$ cat src/ocfs_map.svh
// Purpose: register offsets, field positions and reset values
// Assumes: 16-bit registers, byte-sized word addresses
// Notes:   definitions only
`ifndef OCFS_MAP_SVH
`define OCFS_MAP_SVH
`define OCFS_ADDR_W            8
`define OCFS_DATA_W            16
`define OCFS_OFS_SPREAD_CTRL   8'h2D
`define OCFS_OFS_SUPPLY_SEL    8'h2E
`define OCFS_OFS_FRAC_UPPER    8'h2F
`define OCFS_OFS_FRAC_LOWER    8'h30
`define OCFS_RST_SPREAD_CTRL   16'h0071
`define OCFS_RST_SUPPLY_SEL    16'h0008
`define OCFS_RST_FRAC_UPPER    16'h8000
`define OCFS_RST_FRAC_LOWER    16'h0000
`define OCFS_BIT_DELAY         15
`define OCFS_BIT_BYPASS        14
`define OCFS_BIT_DIV_RST       13
`define OCFS_BIT_CNT_SRC       12
`define OCFS_CNT_DIV_HI        11
`define OCFS_CNT_DIV_LO        9
`define OCFS_BIT_PROFILE       8
`define OCFS_DEPTH_HI          7
`define OCFS_DEPTH_LO          6
`define OCFS_PERIOD_HI         5
`define OCFS_PERIOD_LO         4
`define OCFS_BIT_SPREAD_EN     3
`define OCFS_BIT_SMOOTH        0
`define OCFS_BIT_LOW_SUPPLY    3
`define OCFS_FRAC_LOWER_W      9
`define OCFS_FRAC_W            25
`define OCFS_PERIOD_C0         10'd240
`define OCFS_PERIOD_C1         10'd400
`define OCFS_PERIOD_C2         10'd520
`define OCFS_PERIOD_C3         10'd556
`endif

$ cat src/ocfs_pkg.sv
// Purpose: types for the channel fractional divider register bank
// Assumes: nothing
// Notes:   profile encoding follows bit 8; divider mode codes are 1 (synthesis) and 2 (delay), not the bit 15 value
package ocfs_pkg;
	typedef enum logic [1:0] {
		OCFS_DIV_SYNTH  = 2'h1,
		OCFS_DIV_DELAY  = 2'h2
	} ocfs_div_mode_t;
	typedef enum logic {
		OCFS_PROF_CENTER = 1'b0,
		OCFS_PROF_DOWN   = 1'b1
	} ocfs_profile_t;
endpackage

$ cat src/ocfs_regs.sv
// Purpose: channel 2 divider/spread control, supply select, channel 3 fraction
// Assumes: serial host front end delivers decoded word writes and reads
// Notes:   all fields read back as written, reserved bits included
//Contract
//bit 15 picks delay or synthesis mode
//bit 14 bypasses divider register stages
//bit 13 holds divider in reset
//bit 12 picks spread counter clock
//bits 11-9 divide spread counter clock
//bit 8 picks center or down spread
//bits 7-6 set modulation depth
//bits 5-4 set cycles per modulation period
//bit 3 enables spread modulation
//bit 0 picks immediate or glitchless changes
//supply bit 3 selects 1.8 V, reset one
//upper fraction 16 bits, reset 8000h
//lower fraction 9 bits, reset zero
//fraction also feeds delay mode
//control register resets to 71h
//upper field forms fraction most significant part
`timescale 1ns/1ns
`include "ocfs_map.svh"
module ocfs_regs
	import ocfs_pkg::*;
(
	// Clock and reset
	input  wire logic                      clk,
	input  wire logic                      sys_rst,
	// Register port from the serial host
	input  wire logic                      reg_wr,
	input  wire logic                      reg_rd,
	input  wire logic [`OCFS_ADDR_W-1:0]   reg_addr,
	input  wire logic [`OCFS_DATA_W-1:0]   reg_wdata,
	output logic      [`OCFS_DATA_W-1:0]   reg_rdata,
	output logic                           reg_hit,
	// Divider controls
	output logic                           ch2_divider_delay_select,
	output ocfs_div_mode_t                 ch2_divider_mode,
	output logic                           ch2_divider_bypass,
	output logic                           ch2_divider_reset,
	output logic                           ch2_spread_counter_clock_sel,
	output logic      [2:0]                ch2_spread_counter_div,
	output ocfs_profile_t                  ch2_spread_profile,
	output logic      [1:0]                ch2_spread_depth,
	output logic      [9:0]                ch2_spread_period_cycles,
	output logic                           ch2_spread_enable,
	output logic                           ch2_smooth_switch_enable,
	output logic                           ch2_low_supply_select,
	// Fraction for channel 3
	output logic      [15:0]               ch3_fraction_upper_field,
	output logic      [`OCFS_FRAC_LOWER_W-1:0] ch3_fraction_lower_field,
	output logic      [`OCFS_FRAC_W-1:0]   ch3_synth_fraction,
	output logic      [`OCFS_FRAC_W-1:0]   ch3_delay_fraction
);
	logic [`OCFS_DATA_W-1:0] ctrl_ff;
	logic [`OCFS_DATA_W-1:0] supply_ff;
	logic [`OCFS_DATA_W-1:0] frac_hi_ff;
	logic [`OCFS_DATA_W-1:0] frac_lo_ff;
	logic [`OCFS_DATA_W-1:0] rdata_ff;
	logic                    hit_ff;
	logic [`OCFS_DATA_W-1:0] nxt_rdata;
	logic [`OCFS_FRAC_W-1:0] frac_all;

	wire sel_ctrl   = (reg_addr == `OCFS_OFS_SPREAD_CTRL);
	wire sel_supply = (reg_addr == `OCFS_OFS_SUPPLY_SEL);
	wire sel_hi     = (reg_addr == `OCFS_OFS_FRAC_UPPER);
	wire sel_lo     = (reg_addr == `OCFS_OFS_FRAC_LOWER);
	wire sel_any    = sel_ctrl | sel_supply | sel_hi | sel_lo;

	// Unmapped reads return zero
	assign nxt_rdata = sel_ctrl   ? ctrl_ff :
	                   sel_supply ? supply_ff :
	                   sel_hi     ? frac_hi_ff :
	                   sel_lo     ? frac_lo_ff : 16'h0000;

	// Period code to cycle count
	function automatic logic [9:0] period_of(input logic [1:0] code);
		case (code)
			2'h0: period_of = `OCFS_PERIOD_C0;
			2'h1: period_of = `OCFS_PERIOD_C1;
			2'h2: period_of = `OCFS_PERIOD_C2;
			default: period_of = `OCFS_PERIOD_C3;
		endcase
	endfunction

	always_ff @(posedge clk or posedge sys_rst) begin
		if (sys_rst) begin
			ctrl_ff    <= `OCFS_RST_SPREAD_CTRL;
			supply_ff  <= `OCFS_RST_SUPPLY_SEL;
			frac_hi_ff <= `OCFS_RST_FRAC_UPPER;
			frac_lo_ff <= `OCFS_RST_FRAC_LOWER;
		end else if (reg_wr) begin
			if (sel_ctrl)
				ctrl_ff <= reg_wdata;
			if (sel_supply)
				supply_ff <= reg_wdata;
			if (sel_hi)
				frac_hi_ff <= reg_wdata;
			if (sel_lo)
				frac_lo_ff <= reg_wdata;
		end
	end

	// Read data registered, valid the cycle after reg_rd
	always_ff @(posedge clk or posedge sys_rst) begin
		if (sys_rst) begin
			rdata_ff <= 16'h0000;
			hit_ff   <= 1'b0;
		end else if (reg_rd) begin
			rdata_ff <= nxt_rdata;
			hit_ff   <= sel_any;
		end
	end

	assign reg_rdata = rdata_ff;
	assign reg_hit   = hit_ff;

	assign ch2_divider_delay_select     = ctrl_ff[`OCFS_BIT_DELAY];
	assign ch2_divider_mode             = ctrl_ff[`OCFS_BIT_DELAY] ?
	                                      OCFS_DIV_DELAY : OCFS_DIV_SYNTH;
	assign ch2_divider_bypass           = ctrl_ff[`OCFS_BIT_BYPASS];
	// Level held while the bit stays set
	assign ch2_divider_reset            = ctrl_ff[`OCFS_BIT_DIV_RST];
	assign ch2_spread_counter_clock_sel = ctrl_ff[`OCFS_BIT_CNT_SRC];
	assign ch2_spread_counter_div       = ctrl_ff[`OCFS_CNT_DIV_HI:`OCFS_CNT_DIV_LO];
	assign ch2_spread_profile           = ocfs_profile_t'(ctrl_ff[`OCFS_BIT_PROFILE]);
	assign ch2_spread_depth             = ctrl_ff[`OCFS_DEPTH_HI:`OCFS_DEPTH_LO];
	assign ch2_spread_period_cycles     = period_of(ctrl_ff[`OCFS_PERIOD_HI:`OCFS_PERIOD_LO]);
	assign ch2_spread_enable            = ctrl_ff[`OCFS_BIT_SPREAD_EN];
	assign ch2_smooth_switch_enable     = ctrl_ff[`OCFS_BIT_SMOOTH];
	assign ch2_low_supply_select        = supply_ff[`OCFS_BIT_LOW_SUPPLY];

	assign ch3_fraction_upper_field = frac_hi_ff;
	assign ch3_fraction_lower_field = frac_lo_ff[`OCFS_FRAC_LOWER_W-1:0];
	assign frac_all = {frac_hi_ff, frac_lo_ff[`OCFS_FRAC_LOWER_W-1:0]};
	// Same fraction steers whichever mode is active; idle side reads zero
	assign ch3_synth_fraction = ctrl_ff[`OCFS_BIT_DELAY] ? '0 : frac_all;
	assign ch3_delay_fraction = ctrl_ff[`OCFS_BIT_DELAY] ? frac_all : '0;
endmodule

$ cat config.mk
export PLATFORM = sky130hd
export DESIGN_NAME = ocfs_regs
export DESIGN_NICKNAME = d
export VERILOG_FILES = /design/src/ocfs_pkg.sv /design/src/ocfs_regs.sv
export VERILOG_INCLUDE_DIRS = /design/src
export SDC_FILE = /design/constraint.sdc
export NUM_CORES = 1
export LEC_CHECK = 0
export BUFFER_PORTS_ARGS = -buffer_cell sky130_fd_sc_hd__buf_4
export CORE_ASPECT_RATIO = 1.75
export CORE_UTILIZATION = 54
export DETAILED_ROUTE_END_ITERATION = 10
export GPL_ROUTABILITY_DRIVEN = 0
export GPL_TIMING_DRIVEN = 0
export PLACE_DENSITY = 0.95
export SLEW_MARGIN = 20
export SYNTH_ARGS = -nofsm -noshare
export SYNTH_HDL_FRONTEND = slang
export SYNTH_SLANG_ARGS = --single-unit
$ cat constraint.sdc
create_clock -name clk -period 4.6 [get_ports clk]
set_input_delay 0.46 -clock clk [delete_from_list [all_inputs] [get_ports clk]]
set_output_delay 0.46 -clock clk [all_outputs]
set_load 0.03 [all_outputs]
==> results of run 1 <==
[stage by stage]
step / cell area (um2) / power, W / std cells / hold slack (ns) / util (%)
floorplan: 4220 / 0.000969 / 374 / 0.470 / -
finish: 5750 / 0.00187 / 621 / 0.148 / 75.9
CTS: 5750 / 0.00187 / 621 / 0.163 / 75.9
global route: 5750 / 0.00193 / 621 / 0.184 / 75.9
detailed placement: 5420 / 0.00110 / 605 / 0.494 / 71.6
global placement: 5390 / 0.00108 / 604 / 0.478 / 71.3
[where the power goes]
part           internal [W]  total [W]  leakage, nW  switching (W)
logic              0.000126   0.000309         1.73       0.000184
clock network      0.000491   0.000781        0.151       0.000290
registers          0.000749   0.000779         1.08      0.0000302
total               0.00136    0.00187         2.96       0.000504
[worst max-delay path by stage]
stage                                              to  slack [ns]
after floorplan           ch3_fraction_upper_field[0]        2.07
after global placement                  frac_lo_ff[2]        1.32
after detailed placement                 reg_rdata[2]        2.21
after CTS                      ch3_delay_fraction[19]        2.27
after global routing            ch3_synth_fraction[1]        2.24
final                           ch3_delay_fraction[7]        2.26
[sequential cells by signal, indices dropped and copies added, names as in the netlist]
signal                    flops
reg_rdata                    16
frac_lo_ff                   16
reg_hit                       1
ch3_fraction_upper_field     16
supply_ff                    16
ctrl_ff                      16
[routing by layer]
metal  routed length [um]  up-vias  part of all wire (%)
met5                    0        -                     0
met4                  686        0                   5.6
met3                  822       56                   6.7
met2                 6670      181                    54
met1                 4130     1784                    34
li1                     -     1587                     -
[layout make-up]
cell class / instances / area (um2)
clock inverter: 6 / 91.3
buffer: 39 / 230
fill: 500 / 1820
sequential: 81 / 2030
clock buffer: 10 / 239
tap: 88 / 110
timing repair buffer: 143 / 1090
multi-input combinational: 241 / 1900
inverter: 13 / 51.3
[synthesized netlist by cell type (all sizes together)]
| master | count | area share [%] |
|---|---|---|
| nand4 | 1 | 0.30 |
| nor2 | 5 | 0.62 |
| nor2b | 27 | 4.0 |
| and2 | 25 | 3.7 |
| o221ai | 5 | 1.0 |
| dfstp | 6 | 3.7 |
| o22ai | 11 | 1.6 |
| nand2 | 25 | 2.4 |
| or2 | 2 | 0.30 |
| inv | 13 | 1.2 |
| o21ai | 2 | 0.24 |
| nor3 | 2 | 0.62 |
| clkbuf | 13 | 1.2 |
| buf | 26 | 4.3 |
| nor3b | 1 | 0.18 |
| a2bb2oi | 6 | 1.2 |
| dfrtp | 75 | 45 |
| nand2b | 9 | 1.3 |
| or3b | 1 | 0.27 |
| conb | 1 | 0.089 |
| nand3b | 2 | 0.45 |
| a22oi | 6 | 1.1 |
| o21a | 10 | 1.8 |
| ha | 5 | 1.5 |
| a31oi | 10 | 1.5 |
| a21oi | 12 | 1.4 |
| or4b | 1 | 0.33 |
| mux2 | 64 | 18 |
| nand3 | 7 | 1.1 |
[critical path, cell delays in order (launching register included)]
cell and delay [ns]:
dfrtp_1 0.56, clkbuf_1 0.58, and2_1 0.23, buf_4 0.16
[logic make-up after synthesis]
family	after synthesis
simple gates	108
buf+inv	52
other cells	1
compound gates	62
fa+ha+maj	5
mux	64
flops	81
==> run summary, run 1 <==
STA
------------------------------------------------------------------------------------------------------
Count of final hold-check violations                                                                 0
Number of failing setup endpoints in the final timing report                                         0
Final Critical Period                                                                          2.34 ns
Setup repair after global routing missed its margin                                              false
Slew Viols, Final                                                                                    0
Fmax                                                                                           427 MHz
Transition time of the tightest slew-check pin                                                0.707 ns
Fin Clk Skew                                                                                0.00667 ns
Period utilization                                                                               50.9%
Final-layout setup total negative slack                                                           0 ns
Worst-case setup margin in the final layout                                                    2.26 ns
Remaining max-slew budget at the tightest pin                                                    52.8%

FLOORPLAN
------------------------------------------------------------------------------------------------------
Die ar.                                                                                    0.00817 mm2
Area of the core                                                                           0.00757 mm2
Top-level I/O count                                                                                145
Starting density of the core                                                                     55.7%
DIE WIDTH                                                                                      68.8 um
Row count                                                                                           42
Die outline height                                                                              119 um

CTS
------------------------------------------------------------------------------------------------------
Number of buffers added by the clock tree synthesis step                                             9
Clock transition at the register clock pins on the worst setup and hold paths after CTS        0.06 ns
Number of clock sinks                                                                               81
Clock Path Buffers                                                                                   2
Setup repair bufs after CTS                                                                          0
Clock tree from TritonCTS                                                                          yes
H-tree Lvls                                                                                          3
CTS Root Buffer Type                                                                         clkbuf_16
Post_cts resized                                                                                     0
Total of hold buffers inserted after clock tree synthesis                                            0
Later-pin clock latency in the skew report                                                     0.34 ns

SYNTH
------------------------------------------------------------------------------------------------------
Share of the synthesized netlist area taken by xor and xnor gates                                   0%
Area share of and/or/nand/nor cells after synthesis                                              15.6%
Largest family of logic cells by synthesized area                                         multiplexers
Multiplexer area fraction after synthesis                                                        18.0%
Distinct cell type count after synthesis                                                            38
Synth warn                                                                                           0
Fraction of the mapped netlist area in compound gates                                            9.92%
Count of state elements after synthesis                                                             81
Mean instance size in the synthesized netlist                                                 11.3 um2
Cells after synthesis                                                                              373
Netlist area before placement                                                              0.00421 mm2
Adder-cell share of the synthesized area                                                         1.49%
Register area share after synthesis                                                              48.3%

SETUP PATH
------------------------------------------------------------------------------------------------------
Critical path class                                                                         reg -> out
R2R cell count                                                                                       2
Peak fanout along the critical path                                                                 10
Worst reg2reg setup slack                                                                      3.11 ns
Element type at the critical path start                                                           flop
Signal arrival time at the worst endpoint                                                      1.88 ns
Endpoint kind of the worst setup timing path                                               output port
Required time worst endpoint                                                                   4.14 ns
First element of the critical path                                                         ctrl_ff[15]
R2r startpoint                                                                             ctrl_ff[15]
Worst flop-to-flop path endpoint                                                           ctrl_ff[15]

POWER AND IR DROP
------------------------------------------------------------------------------------------------------
Leakage power                                                                                  2.96 nW
Power Dens Cells                                                                            325 mW/mm2
Maximum vdd ir drop                                                                           0.335 mV

GLOBAL ROUTE
------------------------------------------------------------------------------------------------------
Number of antenna violations at the first check in global routing                                    0
GRT met3 Usage                                                                                   6.42%
Maximum number of pins on one net before global-route repair                                        45
Wire length of the first global-routing pass                                                   19.3 mm
GRT overflow                                                                                         0
Total routing usage reported by global routing                                                   32.9%
Via count of the first global-routing pass                                                       3,840
Met2 global-route usage                                                                          54.4%
GRT met1 Usage                                                                                   35.0%
Layer with the highest usage after global routing                                                 met2

FINAL LAYOUT
------------------------------------------------------------------------------------------------------
Commonest non-fill, non-tap cells in the layout                                           buf_4, dfrtp_1, mux2_2, nor2b_1, and2_1
Net count, final                                                                                   561
Diode insertion count for antenna repair                                                             0
Layout cell share with drive strength beyond 1                                                   49.9%
Area grow syn2layout                                                                             36.4%
Most common cell after layout, fill and taps aside                                               buf_4

DETAILED ROUTING
------------------------------------------------------------------------------------------------------
Detailed-route vias per instance                                                                  5.81
Drt pass-1 iters                                                                                     4
Remaining DRCs                                                                                       0
Per-cell routed wire length                                                                    19.8 um
Via count                                                                                        3,608
Drt total wl                                                                                   12.3 mm
Number of routed nets with antenna violations                                                        0
Number of DRC markers in iteration 0                                                               267

PLACED DESIGN
------------------------------------------------------------------------------------------------------
Setup slack after placement                                                                    2.21 ns
Number of input and output port buffers inserted                                                   142
Estimated wirelength of the detail-placed design                                               8.80 mm

STATUS
------------------------------------------------------------------------------------------------------
Run status                                                                                finished clean

JOB
------------------------------------------------------------------------------------------------------
Max-capacitance violation count                                                                      0

MIN PATH
------------------------------------------------------------------------------------------------------
Worst hold path class                                                                      in -> async

(Power assumes the default switching activity.)
==> inputs of run 2 (changes only) <==
CORE_UTILIZATION = 46   (was 54)
PLACE_DENSITY = 0.87   (was 0.95)
clock period = 2.1 ns   (was 4.6 ns; I/O delays follow)
==> run summary, run 2 (synthesis results as in run 1) <==
CTS
------------------------------------------------------------------------------------------------------
Post_cts resized                                                                                     0   unchanged
Later-pin clock latency in the skew report                                                     0.34 ns   about the same
CTS Root Buffer Type                                                                         clkbuf_16   unchanged
H-tree Lvls                                                                                          3   unchanged
Number of clock sinks                                                                               81   unchanged
Clock Path Buffers                                                                                   2   unchanged
Clock tree from TritonCTS                                                                          yes   unchanged
Setup repair bufs after CTS                                                                          0   unchanged
Clock transition at the register clock pins on the worst setup and hold paths after CTS        0.06 ns   about the same
Number of buffers added by the clock tree synthesis step                                             9   unchanged
Total of hold buffers inserted after clock tree synthesis                                            1   was 0

DETAILED ROUTING
------------------------------------------------------------------------------------------------------
Drt pass-1 iters                                                                                     5   was 4
Number of DRC markers in iteration 0                                                               282   was 267
Drt total wl                                                                                   12.5 mm   was 12.3 mm
Via count                                                                                        3,590   was 3,608
Detailed-route vias per instance                                                                  5.51   was 5.81
Number of routed nets with antenna violations                                                        0   unchanged
Per-cell routed wire length                                                                    19.2 um   was 19.8 um
Remaining DRCs                                                                                       0   unchanged

POWER AND IR DROP
------------------------------------------------------------------------------------------------------
Maximum vdd ir drop                                                                           0.478 mV   was 0.335 mV
Leakage power                                                                                  2.96 nW   about the same
Power Dens Cells                                                                            667 mW/mm2   was 325 mW/mm2
Power Total                                                                                  0.00384 W   was 0.00187 W

STA
------------------------------------------------------------------------------------------------------
Count of final hold-check violations                                                                 0   unchanged
Remaining max-slew budget at the tightest pin                                                    51.2%   was 52.8%
Final-layout setup total negative slack                                                           0 ns   unchanged
Setup repair after global routing missed its margin                                              false   unchanged
Final Critical Period                                                                          2.00 ns
Number of failing setup endpoints in the final timing report                                         0   unchanged
Slew Viols, Final                                                                                    0   unchanged
Period utilization                                                                               95.2%
Fin Clk Skew                                                                                0.00435 ns   was 0.00667 ns
Fmax                                                                                           500 MHz
Transition time of the tightest slew-check pin                                                0.731 ns   was 0.707 ns
Worst-case setup margin in the final layout                                                   0.101 ns   was 2.26 ns

SETUP PATH
------------------------------------------------------------------------------------------------------
CP max stage delay                                                                             0.57 ns   was 0.58 ns
Endpoint kind of the worst setup timing path                                               output port   unchanged
Critical path class                                                                         reg -> out   unchanged
Required time worst endpoint                                                                   1.89 ns   was 4.14 ns
Peak fanout along the critical path                                                                 10   unchanged
Cell family contributing the most delay on the critical path                              buffers and inverters   unchanged
Element type at the critical path start                                                           flop   unchanged
Cell chain of the critical path                                                           clkbuf_1, and2_1, buf_4   unchanged
Critical path buffer and inverter count                                                              2   unchanged
Critical-path cell with the highest stage delay                                               clkbuf_1   unchanged
Signal arrival time at the worst endpoint                                                      1.79 ns   was 1.88 ns

FLOORPLAN
------------------------------------------------------------------------------------------------------
DIE WIDTH                                                                                      74.3 um   was 68.8 um
Starting density of the core                                                                     48.0%   was 55.7%
Die ar.                                                                                    0.00956 mm2   was 0.00817 mm2
Row count                                                                                           45   was 42
Area of the core                                                                           0.00878 mm2   was 0.00757 mm2
Top-level I/O count                                                                                145   unchanged
Die outline height                                                                              129 um   was 119 um

GLOBAL ROUTE
------------------------------------------------------------------------------------------------------
Maximum number of pins on one net before global-route repair                                        36   was 45
GRT overflow                                                                                         0   unchanged
Total routing usage reported by global routing                                                   27.3%   was 32.9%
Via count of the first global-routing pass                                                       3,664   was 3,840
Number of antenna violations at the first check in global routing                                    0   unchanged
Wire length of the first global-routing pass                                                   18.9 mm   was 19.3 mm

FINAL LAYOUT
------------------------------------------------------------------------------------------------------
Net count, final                                                                                   563   was 561
Post-route cell area                                                                       0.00576 mm2   was 0.00575 mm2
Layout cell share with drive strength beyond 1                                                   49.5%   was 49.9%
Area grow syn2layout                                                                             36.7%   was 36.4%
Commonest non-fill, non-tap cells in the layout                                           buf_4, dfrtp_1, mux2_2, nor2b_1, and2_1   unchanged
Diode insertion count for antenna repair                                                             0   unchanged
Layout Cells excl Fill                                                                             652   was 621
Most common cell after layout, fill and taps aside                                               buf_4   unchanged

PLACED DESIGN
------------------------------------------------------------------------------------------------------
Estimated wirelength of the detail-placed design                                               8.99 mm   was 8.80 mm
Number of input and output port buffers inserted                                                   142   unchanged
Instance count after placement with tap cells included                                             635   was 605
Placed Area                                                                                0.00547 mm2   was 0.00542 mm2
Setup slack after placement                                                                 -0.0949 ns   was 2.21 ns

JOB
------------------------------------------------------------------------------------------------------
Max-capacitance violation count                                                                      0   unchanged

MIN PATH
------------------------------------------------------------------------------------------------------
Worst hold path class                                                                        in -> reg   was in -> async

STATUS
------------------------------------------------------------------------------------------------------
Run status                                                                                finished clean   unchanged

-- run 2: cell types whose count changed in the layout (fill, tap and decap cells not counted) --
| cell | previous run | this run |
|---|---|---|
| clkinv_2 | 0 | 3 |
| inv_4 | 1 | 0 |
| clkinv_4 | 1 | 0 |
| buf_12 | 1 | 2 |
| dlygate4sd3_1 | 0 | 1 |
| clkbuf_8 | 1 | 2 |
| clkinvlp_4 | 3 | 1 |
| bufinv_16 | 2 | 0 |
| clkbuf_1 | 13 | 15 |
-- run 2: metal layers --
layer  GRT usage [%]  routed length [um]  vias up
li1                -                   -     1591
met2            50.2                7010      160
met1            28.2                4280     1799
met4            14.5                 567        0
met3            5.17                 687       40
met5               0                   0        -
-- run 2: final cells by class --
class | count | area, um2
Multi-Input combinational cell | 241 | 1900
Clock inverter | 3 | 15.0
Sequential cell | 81 | 2030
Clock buffer | 13 | 260
Tap cell | 117 | 146
Timing Repair Buffer | 145 | 1120
Inverter | 13 | 52.6
Buffer | 39 | 230
Fill cell | 685 | 3030
-- run 2: per-stage QoR --
step | utilization (%) | hold WS (ns)
finish | 65.6 | 0.124
global placement | 61.9 | 0.468
floorplan | - | 0.359
detailed placement | 62.3 | 0.197
global route | 65.6 | 0.131
CTS | 65.6 | 0.128
-- run 2: worst paths after layout --
kind,from,endpoint,slack (ns),cells past startpoint
max,ctrl_ff[15],ch3_delay_fraction[19],0.10,3
min,reg_wdata[11],ctrl_ff[11],0.12,2
max reg2reg,ctrl_ff[15],ctrl_ff[15],0.69,2
min reg2reg,frac_lo_ff[15],frac_lo_ff[15],0.50,1
max in group asynchronous,sys_rst,ch3_fraction_upper_field[15],1.14,4
min in group asynchronous,sys_rst,frac_lo_ff[6],0.41,3
-- run 2: power breakdown --
group / switching [W] / internal [W] / total [W]
registers: 0.0000655 / 0.00164 / 0.00171
clock network: 0.000590 / 0.000859 / 0.00145
logic: 0.000404 / 0.000280 / 0.000684
